===== config.mk =====
export PLATFORM = sky130hd
export DESIGN_NAME = adccs_ctrl
export DESIGN_NICKNAME = d
export VERILOG_FILES = /design/src/adccs_pkg.sv /design/src/adccs_ctrl.sv /design/src/adccs_route_dec.sv
export VERILOG_INCLUDE_DIRS = /design/src
export SDC_FILE = /design/constraint.sdc
export NUM_CORES = 1
export LEC_CHECK = 0
export ABC_AREA = 0
export BUFFER_PORTS_ARGS = -buffer_cell sky130_fd_sc_hd__buf_2
export CAP_MARGIN = 20
export CELL_PAD_IN_SITES_DETAIL_PLACEMENT = 1
export CELL_PAD_IN_SITES_GLOBAL_PLACEMENT = 1
export CORE_MARGIN = 10
export CORE_UTILIZATION = 38
export DETAILED_ROUTE_END_ITERATION = 10
export PLACE_DENSITY_LB_ADDON = 0.3
export SLEW_MARGIN = 20
export SYNTH_ARGS = -nofsm -noshare
export SYNTH_HDL_FRONTEND = slang
export SYNTH_HIERARCHICAL = 1
export SYNTH_SLANG_ARGS = --single-unit

===== constraint.sdc =====
create_clock -name clk -period 3.9 [get_ports clk]
set_input_delay 0.39 -clock clk [delete_from_list [all_inputs] [get_ports clk]]
set_output_delay 0.39 -clock clk [all_outputs]
set_load 0.02 [all_outputs]

===== src/adccs_defs.svh =====
// Register offsets, field positions, codes and reset values for adccs.
`ifndef ADCCS_DEFS_SVH
`define ADCCS_DEFS_SVH

// ----------------------------------------------------------------------
// Register byte offsets on the AXI4-Lite slave
// ----------------------------------------------------------------------
`define ADCCS_OFF_CTRL 8'h00
`define ADCCS_OFF_STS 8'h04
`define ADCCS_OFF_IEN 8'h08
`define ADCCS_OFF_ICLR 8'h0C

// ----------------------------------------------------------------------
// Control register fields and reset value
// ----------------------------------------------------------------------
`define ADCCS_BIT_PWR 0
`define ADCCS_BIT_GO 1
`define ADCCS_SEL_LO 2
`define ADCCS_SEL_HI 6
`define ADCCS_BIT_UNIMP 7
`define ADCCS_RST_SEL 5'h00

// ----------------------------------------------------------------------
// Input route codes
// ----------------------------------------------------------------------
`define ADCCS_NUM_AIN 12
`define ADCCS_CODE_AIN_MAX 5'h0B
`define ADCCS_CODE_RSV_LO 5'h0C
`define ADCCS_CODE_RSV_HI 5'h1C
`define ADCCS_CODE_TEMP 5'h1D
`define ADCCS_CODE_LADDER 5'h1E
`define ADCCS_CODE_FIXREF 5'h1F

// ----------------------------------------------------------------------
// Bus answers and interrupt bit
// ----------------------------------------------------------------------
`define ADCCS_RESP_OKAY 2'h0
`define ADCCS_RESP_SLVERR 2'h2
`define ADCCS_IRQ_DONE 0

`endif


===== src/adccs_pkg.sv =====
// Types shared by the adccs control block and its route decoder.
package adccs_pkg;
  `include "adccs_defs.svh"

  // One select line per possible converter input; at most one is high.
  typedef struct packed {
    logic fixref;
    logic ladder;
    logic temp;
    logic [`ADCCS_NUM_AIN-1:0] ain;
  } adccs_route_t;

  // Conversion sequencer states.
  typedef enum logic {
    ADCCS_IDLE,
    ADCCS_BUSY
  } adccs_conv_t;
endpackage


===== src/adccs_ctrl.sv =====
// Converter control register, conversion sequencer and AXI4-Lite slave.
//
// Implementation choices: register access over AXI4-Lite and the register addresses.
`timescale 1ns/1ps
`include "adccs_defs.svh"

module adccs_ctrl (
  // Clock, reset and enable.
  input wire logic clk,
  input wire logic rst_b,
  input wire logic ce,
  // AXI4-Lite write address channel.
  input wire logic [7:0] s_axi_awaddr,
  input wire logic s_axi_awvalid,
  output logic s_axi_awready,
  // AXI4-Lite write data channel.
  input wire logic [31:0] s_axi_wdata,
  input wire logic [3:0] s_axi_wstrb,
  input wire logic s_axi_wvalid,
  output logic s_axi_wready,
  // AXI4-Lite write response channel.
  output logic [1:0] s_axi_bresp,
  output logic s_axi_bvalid,
  input wire logic s_axi_bready,
  // AXI4-Lite read address channel.
  input wire logic [7:0] s_axi_araddr,
  input wire logic s_axi_arvalid,
  output logic s_axi_arready,
  // AXI4-Lite read data channel.
  output logic [31:0] s_axi_rdata,
  output logic [1:0] s_axi_rresp,
  output logic s_axi_rvalid,
  input wire logic s_axi_rready,
  // Analog converter side.
  input wire logic conv_done,
  output logic converter_power_on,
  output logic conv_start,
  output adccs_pkg::adccs_route_t route,
  // Interrupt.
  output logic irq
);

  // ----------------------------------------------------------------------
  // Address decode
  // ----------------------------------------------------------------------
  // Returns a one-hot hit vector {iclr, ien, sts, ctrl}; zero if unmapped.
  function automatic logic [3:0] reg_hit(input logic [7:0] a);
    logic [3:0] h;
    h = 4'h0;
    h[0] = (a == `ADCCS_OFF_CTRL);
    h[1] = (a == `ADCCS_OFF_STS);
    h[2] = (a == `ADCCS_OFF_IEN);
    h[3] = (a == `ADCCS_OFF_ICLR);
    return h;
  endfunction

  // ----------------------------------------------------------------------
  // Storage
  // ----------------------------------------------------------------------
  // Bus channel state.
  logic awready_r;
  logic wready_r;
  logic bvalid_r;
  logic [1:0] bresp_r;
  logic arready_r;
  logic rvalid_r;
  logic [1:0] rresp_r;
  logic [31:0] rdata_r;
  // Captured write address, data and strobes.
  logic [7:0] awaddr_r;
  logic [31:0] wdata_r;
  logic [3:0] wstrb_r;
  // Control register fields.
  logic [4:0] sel_r;
  logic pwr_r;
  // Conversion sequencer.
  adccs_pkg::adccs_conv_t state_r;
  adccs_pkg::adccs_conv_t state_nxt;
  logic start_r;
  // Done input synchroniser and its filtered level.
  logic [2:0] done_s_r;
  logic done_lvl_r;
  // Interrupt status, enable and output.
  logic sts_r;
  logic ien_r;
  logic irq_r;

  // ----------------------------------------------------------------------
  // Bus handshakes
  // ----------------------------------------------------------------------
  // A channel moves only on an enabled edge with valid and ready high.
  logic aw_take;
  logic w_take;
  logic b_done;
  logic ar_take;
  logic r_done;
  logic wr_do;
  logic [3:0] whit;
  logic [3:0] rhit;
  logic lane0;

  assign aw_take = ce && s_axi_awvalid && awready_r;
  assign w_take = ce && s_axi_wvalid && wready_r;
  assign b_done = ce && bvalid_r && s_axi_bready;
  assign ar_take = ce && s_axi_arvalid && arready_r;
  assign r_done = ce && rvalid_r && s_axi_rready;
  // Both halves captured and no response pending: commit the write.
  assign wr_do = ce && !awready_r && !wready_r && !bvalid_r;
  assign whit = reg_hit(awaddr_r);
  assign rhit = reg_hit(s_axi_araddr);
  // Every field lives in the low byte, so only lane 0 writes matter.
  assign lane0 = wstrb_r[0];

  // ----------------------------------------------------------------------
  // Register write decode
  // ----------------------------------------------------------------------
  logic ctrl_wr;
  logic ien_wr;
  logic clr_wr;
  logic pwr_nxt;
  logic go_req;

  assign ctrl_wr = wr_do && whit[0] && lane0;
  assign ien_wr = wr_do && whit[2] && lane0;
  assign clr_wr = wr_do && whit[3] && lane0;
  // The power bit of the same write counts, so one write may power and go.
  assign pwr_nxt = ctrl_wr ? wdata_r[`ADCCS_BIT_PWR] : pwr_r;
  // A start while busy or unpowered is ignored; a zero start bit never aborts, but a zero power bit does.
  assign go_req = ctrl_wr && wdata_r[`ADCCS_BIT_GO] && pwr_nxt;

  // ----------------------------------------------------------------------
  // Done input filter
  // ----------------------------------------------------------------------
  // The converter may run from another clock, so its done level is
  // resynchronised and only accepted once two late stages agree.
  logic done_rise;

  assign done_rise = (done_s_r[1] == done_s_r[2]) && done_s_r[2] &&
                     !done_lvl_r;

  // Three-stage shift; stage 0 feeds only stage 1.
  always_ff @(posedge clk or negedge rst_b)
  begin
    if (!rst_b)
      done_s_r <= 3'h0;
    else if (ce)
      done_s_r <= {done_s_r[1:0], conv_done};
  end

  // Filtered level follows the input once the late stages agree.
  always_ff @(posedge clk or negedge rst_b)
  begin
    if (!rst_b)
      done_lvl_r <= 1'b0;
    else if (ce && done_s_r[1] == done_s_r[2])
      done_lvl_r <= done_s_r[2];
  end

  // ----------------------------------------------------------------------
  // Conversion sequencer
  // ----------------------------------------------------------------------
  logic busy;
  logic fin;

  assign busy = (state_r == adccs_pkg::ADCCS_BUSY);
  // Completion is a done edge while busy; a stale edge in idle is dropped.
  assign fin = busy && done_rise;

  // Next state: powering off aborts a conversion without a done event.
  always_comb
  begin
    state_nxt = state_r;
    unique case (state_r)
      adccs_pkg::ADCCS_IDLE:
      begin
        if (go_req)
          state_nxt = adccs_pkg::ADCCS_BUSY;
      end
      adccs_pkg::ADCCS_BUSY:
      begin
        if (!pwr_nxt || done_rise)
          state_nxt = adccs_pkg::ADCCS_IDLE;
      end
    endcase
  end

  // State register and the one-cycle start pulse to the converter.
  always_ff @(posedge clk or negedge rst_b)
  begin
    if (!rst_b)
    begin
      state_r <= adccs_pkg::ADCCS_IDLE;
      start_r <= 1'b0;
    end
    else if (ce)
    begin
      state_r <= state_nxt;
      start_r <= !busy && go_req;
    end
  end

  // ----------------------------------------------------------------------
  // Control register
  // ----------------------------------------------------------------------
  // The start bit has no storage of its own: it reads the sequencer.
  always_ff @(posedge clk or negedge rst_b)
  begin
    if (!rst_b)
    begin
      sel_r <= `ADCCS_RST_SEL;
      pwr_r <= 1'b0;
    end
    else if (ce && ctrl_wr)
    begin
      sel_r <= wdata_r[`ADCCS_SEL_HI:`ADCCS_SEL_LO];
      pwr_r <= wdata_r[`ADCCS_BIT_PWR];
    end
  end

  // Route selects are decoded and registered in the leaf.
  adccs_route_dec u_route (
    .clk(clk),
    .rst_b(rst_b),
    .ce(ce),
    .sel(sel_r),
    .route_r(route)
  );

  // ----------------------------------------------------------------------
  // Interrupt
  // ----------------------------------------------------------------------
  // A completion in the same cycle as a clear keeps the bit set.
  logic clr_bit;

  assign clr_bit = clr_wr && wdata_r[`ADCCS_IRQ_DONE];

  always_ff @(posedge clk or negedge rst_b)
  begin
    if (!rst_b)
    begin
      sts_r <= 1'b0;
      ien_r <= 1'b0;
      irq_r <= 1'b0;
    end
    else if (ce)
    begin
      sts_r <= fin || (sts_r && !clr_bit);
      if (ien_wr)
        ien_r <= wdata_r[`ADCCS_IRQ_DONE];
      // One cycle behind status, traded for a flop-driven output.
      irq_r <= sts_r && ien_r;
    end
  end

  // ----------------------------------------------------------------------
  // Write channels
  // ----------------------------------------------------------------------
  // Address and data are captured independently; ready drops once taken
  // and returns only when the response has been accepted.
  always_ff @(posedge clk or negedge rst_b)
  begin
    if (!rst_b)
    begin
      awready_r <= 1'b1;
      wready_r <= 1'b1;
      awaddr_r <= 8'h00;
      wdata_r <= 32'h0000_0000;
      wstrb_r <= 4'h0;
    end
    else if (ce)
    begin
      if (aw_take)
      begin
        awready_r <= 1'b0;
        awaddr_r <= s_axi_awaddr;
      end
      else if (b_done)
        awready_r <= 1'b1;
      if (w_take)
      begin
        wready_r <= 1'b0;
        wdata_r <= s_axi_wdata;
        wstrb_r <= s_axi_wstrb;
      end
      else if (b_done)
        wready_r <= 1'b1;
    end
  end

  // Write response; an unmapped address answers with a slave error.
  always_ff @(posedge clk or negedge rst_b)
  begin
    if (!rst_b)
    begin
      bvalid_r <= 1'b0;
      bresp_r <= `ADCCS_RESP_OKAY;
    end
    else if (ce)
    begin
      if (wr_do)
      begin
        bvalid_r <= 1'b1;
        bresp_r <= (whit == 4'h0) ? `ADCCS_RESP_SLVERR : `ADCCS_RESP_OKAY;
      end
      else if (b_done)
        bvalid_r <= 1'b0;
    end
  end

  // ----------------------------------------------------------------------
  // Read channels
  // ----------------------------------------------------------------------
  // Unused and write-only locations read as zero.
  logic [31:0] ctrl_word;
  logic [31:0] rd_word;

  assign ctrl_word = {24'h00_0000, 1'b0, sel_r, busy, pwr_r};
  assign rd_word = rhit[0] ? ctrl_word :
                   rhit[1] ? {31'h0000_0000, sts_r} :
                   rhit[2] ? {31'h0000_0000, ien_r} : 32'h0000_0000;

  // Read data is captured at the address edge and answered one cycle on.
  always_ff @(posedge clk or negedge rst_b)
  begin
    if (!rst_b)
    begin
      arready_r <= 1'b1;
      rvalid_r <= 1'b0;
      rdata_r <= 32'h0000_0000;
      rresp_r <= `ADCCS_RESP_OKAY;
    end
    else if (ce)
    begin
      if (ar_take)
      begin
        arready_r <= 1'b0;
        rvalid_r <= 1'b1;
        rdata_r <= rd_word;
        rresp_r <= (rhit == 4'h0) ? `ADCCS_RESP_SLVERR : `ADCCS_RESP_OKAY;
      end
      else if (r_done)
      begin
        arready_r <= 1'b1;
        rvalid_r <= 1'b0;
      end
    end
  end

  // ----------------------------------------------------------------------
  // Outputs
  // ----------------------------------------------------------------------
  assign s_axi_awready = awready_r;
  assign s_axi_wready = wready_r;
  assign s_axi_bvalid = bvalid_r;
  assign s_axi_bresp = bresp_r;
  assign s_axi_arready = arready_r;
  assign s_axi_rvalid = rvalid_r;
  assign s_axi_rdata = rdata_r;
  assign s_axi_rresp = rresp_r;
  // The power bit gates the converter bias directly.
  assign converter_power_on = pwr_r;
  assign conv_start = start_r;
  assign irq = irq_r;

  // ----------------------------------------------------------------------
  // Checks
  // ----------------------------------------------------------------------
  property p_go_start;
    @(posedge clk) disable iff (!rst_b)
    (go_req && !busy) |=> busy && conv_start ##1 !conv_start;
  endproperty
  a_go_start: assert property (p_go_start)
    else $error("start write did not launch a conversion");

  property p_go_clear;
    @(posedge clk) disable iff (!rst_b)
    (busy && ce && done_rise) |=> !busy && sts_r;
  endproperty
  a_go_clear: assert property (p_go_clear)
    else $error("start bit not cleared at conversion end");

  property p_go_read;
    @(posedge clk) disable iff (!rst_b)
    (ar_take && rhit[0]) |=> s_axi_rvalid &&
      s_axi_rdata[`ADCCS_BIT_GO] == $past(busy);
  endproperty
  a_go_read: assert property (p_go_read)
    else $error("start bit read does not show conversion state");

  property p_pwr;
    @(posedge clk) disable iff (!rst_b)
    ctrl_wr |=> converter_power_on == $past(wdata_r[`ADCCS_BIT_PWR]) &&
      (converter_power_on || !busy);
  endproperty
  a_pwr: assert property (p_pwr)
    else $error("power bit and converter state disagree");

  property p_unimp;
    @(posedge clk) disable iff (!rst_b)
    s_axi_rvalid |-> s_axi_rdata[`ADCCS_BIT_UNIMP] == 1'b0;
  endproperty
  a_unimp: assert property (p_unimp)
    else $error("unimplemented bit read as one");

endmodule


===== src/adccs_route_dec.sv =====
// Registered decoder from the route code to one-hot analog switch selects.
`timescale 1ns/1ps
`include "adccs_defs.svh"

module adccs_route_dec (
  // Clock, reset and enable.
  input wire logic clk,
  input wire logic rst_b,
  input wire logic ce,
  // Route code from the control register.
  input wire logic [4:0] sel,
  // Registered switch selects.
  output adccs_pkg::adccs_route_t route_r
);

  // ----------------------------------------------------------------------
  // Decode
  // ----------------------------------------------------------------------
  // Reserved codes match nothing below, so every select stays low.
  logic [`ADCCS_NUM_AIN-1:0] ain_hit;
  adccs_pkg::adccs_route_t route_nxt;

  // One comparator per external input.
  for (genvar i = 0; i < `ADCCS_NUM_AIN; i++)
  begin : g_ain
    assign ain_hit[i] = (sel == 5'(i));
  end

  assign route_nxt.ain = ain_hit;
  assign route_nxt.temp = (sel == `ADCCS_CODE_TEMP);
  assign route_nxt.ladder = (sel == `ADCCS_CODE_LADDER);
  assign route_nxt.fixref = (sel == `ADCCS_CODE_FIXREF);

  // Registering keeps the switch controls glitch free on a code change.
  always_ff @(posedge clk or negedge rst_b)
  begin
    if (!rst_b)
      route_r <= '0;
    else if (ce)
      route_r <= route_nxt;
  end

  // ----------------------------------------------------------------------
  // Checks
  // ----------------------------------------------------------------------
  property p_ain_route;
    @(posedge clk) disable iff (!rst_b)
    (ce && sel <= `ADCCS_CODE_AIN_MAX) |=>
      route_r.ain == (12'h001 << $past(sel)) &&
      !route_r.temp && !route_r.ladder && !route_r.fixref;
  endproperty
  a_ain_route: assert property (p_ain_route)
    else $error("external input select does not follow the code");

  property p_rsv_route;
    @(posedge clk) disable iff (!rst_b)
    (ce && sel >= `ADCCS_CODE_RSV_LO && sel <= `ADCCS_CODE_RSV_HI)
      |=> route_r == '0;
  endproperty
  a_rsv_route: assert property (p_rsv_route)
    else $error("a reserved code connected an input");

  property p_temp_route;
    @(posedge clk) disable iff (!rst_b)
    (ce && sel == `ADCCS_CODE_TEMP) |=>
      route_r.temp && route_r.ain == '0 && !route_r.ladder;
  endproperty
  a_temp_route: assert property (p_temp_route)
    else $error("temperature code did not select the indicator");

  property p_ref_route;
    @(posedge clk) disable iff (!rst_b)
    (ce && sel[4:1] == 4'hF) |=>
      route_r.ladder == ($past(sel) == `ADCCS_CODE_LADDER) &&
      route_r.fixref == ($past(sel) == `ADCCS_CODE_FIXREF);
  endproperty
  a_ref_route: assert property (p_ref_route)
    else $error("ladder or reference select is wrong");

endmodule

==> impl_metrics.env <==
export IMPL_status="finished clean"
export IMPL_final_nets=352
export IMPL_grt_pass1_vias=2022
export IMPL_post_route_cells_drive_above_1_share=0.403
export IMPL_final_antenna_net_count=0
export IMPL_multi_input_area_um2=997
export IMPL_route_detailed_drc=0
export IMPL_cts_tree="done"
export IMPL_numPortBuffers=64
export IMPL_maxSlewViolCount=0
export IMPL_max_stage_delay_ns=0.56
export IMPL_layout_setup_ws_ns=1.98
export IMPL_cts_repair_resized=0
export IMPL_numCtsBuffers=9
export IMPL_drtPass1Iterations=4
export IMPL_cp_cell_sequence="buf_2, buf_4, nor4b_4, and4_1, mux2_4"
export IMPL_place_ws_ns=1.61
export IMPL_vdd_ir_drop_worst_mv=0.339
export IMPL_mostFrequentLayoutCells="buf_2 (64), dfrtp_1 (57), conb_1 (27), mux2_2 (20), inv_1 (20)"
export IMPL_num_rows=30
export IMPL_synth_edf_count=0
export IMPL_synth_distinct_cells=43
export IMPL_relSlewSlack=0.455
export IMPL_cts_hold_buf=0
export IMPL_ys_flop_type="dfrtp_1"
export IMPL_cp_data_arrival_time_ns=2.14
export IMPL_antenna_cells=0
export IMPL_numClockSinks=60
export IMPL_fin_crit_sh=0.493
export IMPL_path_clk_slew_ns=0.07
export IMPL_finalInstanceArea_um2=3220
export IMPL_drtIter0Drc=48
export IMPL_ys_seq_elements=60
export IMPL_area_delta_synth_final_pct=18.5
export IMPL_die_area_um2=10900
export IMPL_p_total_mw=1.75
export IMPL_fill_cells=769
export IMPL_start_util=0.396
export IMPL_max_freq_mhz=520
export IMPL_clk_path_buf_depth=2
export IMPL_vias=1817
export IMPL_htreeDepth=3
export IMPL_hp_class="in -> async"
export IMPL_io_pins=120
export IMPL_crit_buf_inv=2
export IMPL_maxCapViolations=0
export IMPL_overflow=0
export IMPL_dpl_cell_area_um2=3030
export IMPL_die_h_um=105
export IMPL_crit_path_max_fanout=41
export IMPL_path_delay_family="simple AND/OR/NAND/NOR gates"
export IMPL_cts_root_buf="clkbuf_8"
export IMPL_antenna_found_initial=0
export IMPL_core_area_um2=6870
export IMPL_grt_use_total=0.120
export IMPL_die_x_um=105
export IMPL_grt_start_max_net_pins=42
export IMPL_async_reset_ff_frac=1.00
export IMPL_avgSynthCellArea_um2=12.4
export IMPL_start_kind="input pin"
export IMPL_gp_congestion=0.706
export IMPL_place_hpwl_um=4920
export IMPL_avgViaCountPerCell=4.65
export IMPL_worst_clock_skew_ns=0.00684
export IMPL_ys_warn_count=6
export IMPL_crit_path_end_kind="register"
export IMPL_critPathKind="in -> reg"
export IMPL_yosysSeqAreaShare=0.554
export IMPL_wl_per_cell_um=16.4
export IMPL_rsz0062_at_grt="no"
export IMPL_cp_slowest_cell="and4_1"
export IMPL_route_final_wire_length_um=6430
export IMPL_period_minus_slack_ns=1.92
export IMPL_grt_first_pass_wirelength_um=10700
export IMPL_final_common_cell="buf_2"
export IMPL_cp_data_required_time_ns=4.12
export IMPL_power_leakage_nw=1.57
export IMPL_synthesis_instances=220
export IMPL_holdWs_ns=0.146
export IMPL_seqCellArea_um2=1510
export IMPL_tightest_slew_ns=0.817
export IMPL_postCtsSetupBuffers=0
export IMPL_clk_latency_ns=0.33
export IMPL_final_hold_viol_count=0
export IMPL_tns_ns=0
export IMPL_power_density_nw_per_um2=543
export IMPL_setup_viol_count_final=0
export IMPL_syn_area_um2=2720
==> registers in the layout, indices dropped and copies added (netlist names) <==
register	count
u_route/route_r	15
awaddr_r	8
s_axi_rdata	7
wdata_r	7
sel_r	5
done_s_r	3
busy	1
conv_start	1
converter_power_on	1
done_lvl_r	1
ien_r	1
irq	1
s_axi_arready	1
s_axi_awready	1
s_axi_bresp	1
s_axi_bvalid	1
s_axi_rresp	1
s_axi_rvalid	1
s_axi_wready	1
sts_r	1
wstrb_r	1
==> per-stage QoR <==
step | instances | utilization
global placement | 375 | 0.442
detailed placement | 375 | 0.442
global route | 391 | 0.469
CTS | 391 | 0.469
floorplan | 246 | -
finish | 391 | 0.469
==> synthesized netlist by cell type, types with 2 or more instances <==
| cell type | instances | area, um^2 |
|---|---|---|
| buf_4 | 28 | 210 |
| a31oi_1 | 6 | 37.5 |
| dfrtp_1 | 57 | 1430 |
| buf_2 | 2 | 10.0 |
| nand4bb_1 | 2 | 22.5 |
| nand4_1 | 2 | 12.5 |
| mux2_4 | 6 | 90.1 |
| nor2_1 | 3 | 11.3 |
| a22o_1 | 7 | 61.3 |
| o21ai_1 | 2 | 10.0 |
| nand2b_1 | 3 | 18.8 |
| nor4_1 | 2 | 12.5 |
| mux2_2 | 20 | 225 |
| inv_1 | 20 | 75.1 |
| nor2b_1 | 3 | 18.8 |
| o22ai_2 | 4 | 50.1 |
| dfstp_2 | 3 | 78.8 |
| nand3_1 | 7 | 35.0 |
| o22ai_1 | 11 | 68.8 |
| o21ai_0 | 2 | 10.0 |
| nand2_1 | 8 | 30.0 |
==> layer usage <==
| layer | part of all wire | vias up | wire [um] | global-route usage |
|---|---|---|---|---|
| met2 | 0.46 | 63 | 2970 | 0.185 |
| met1 | 0.45 | 877 | 2870 | 0.145 |
| li1 | - | 867 | - | - |
| met5 | 0 | - | 0 | 0 |
| met4 | 0.016 | 0 | 102 | 0.0529 |
| met3 | 0.075 | 10 | 482 | 0.0461 |
==> cell type report <==
| cell class | instances | share of cell area |
|---|---|---|
| Clock buffer | 13 | 0.0524 |
| Sequential cell | 60 | 0.467 |
| Clock inverter | 3 | 0.00621 |
| Inverter | 20 | 0.0233 |
| Multi-Input combinational cell | 133 | 0.310 |
| Tap cell | 96 | 0.0373 |
| Timing Repair Buffer | 66 | 0.104 |
==> path summary, 6_finish.rpt <==
check	to	cells after the start	slack [ns]	startpoint
worst max register to register	converter_power_on	3	2.00	awaddr_r[0]
worst min-delay path	awaddr_r[7]	1	0.15	rst_b
min in group clk	s_axi_arready	2	0.22	s_axi_arvalid
worst min register to register	s_axi_bresp[1]	1	0.49	s_axi_bresp[1]
max in group asynchronous	wdata_r[0]	2	2.91	rst_b
worst max-delay path	converter_power_on	5	1.98	ce
==> cells by family (layout without fill, tap and decap cells) <==
kind of cell               count (synthesis)  in the layout  synth area share
AOI/OAI and AO/OA                         38             38             0.104
and+or+nand+nor                           39             39            0.0976
adders and majority gates                  1              1           0.00460
buffers and inverters                     53            102             0.116
other                                      1             27           0.00138
muxes                                     28             28             0.124
DFF                                       60             60             0.554
==> power by group <==
part	internal [mW]	leakage, nW	total, mW	switching (mW)
logic	0.175	0.704	0.358	0.183
clock network	0.282	0.0917	0.522	0.240
registers	0.762	0.770	0.870	0.108
total	1.22	1.57	1.75	0.530
(Power assumes the default switching activity.)
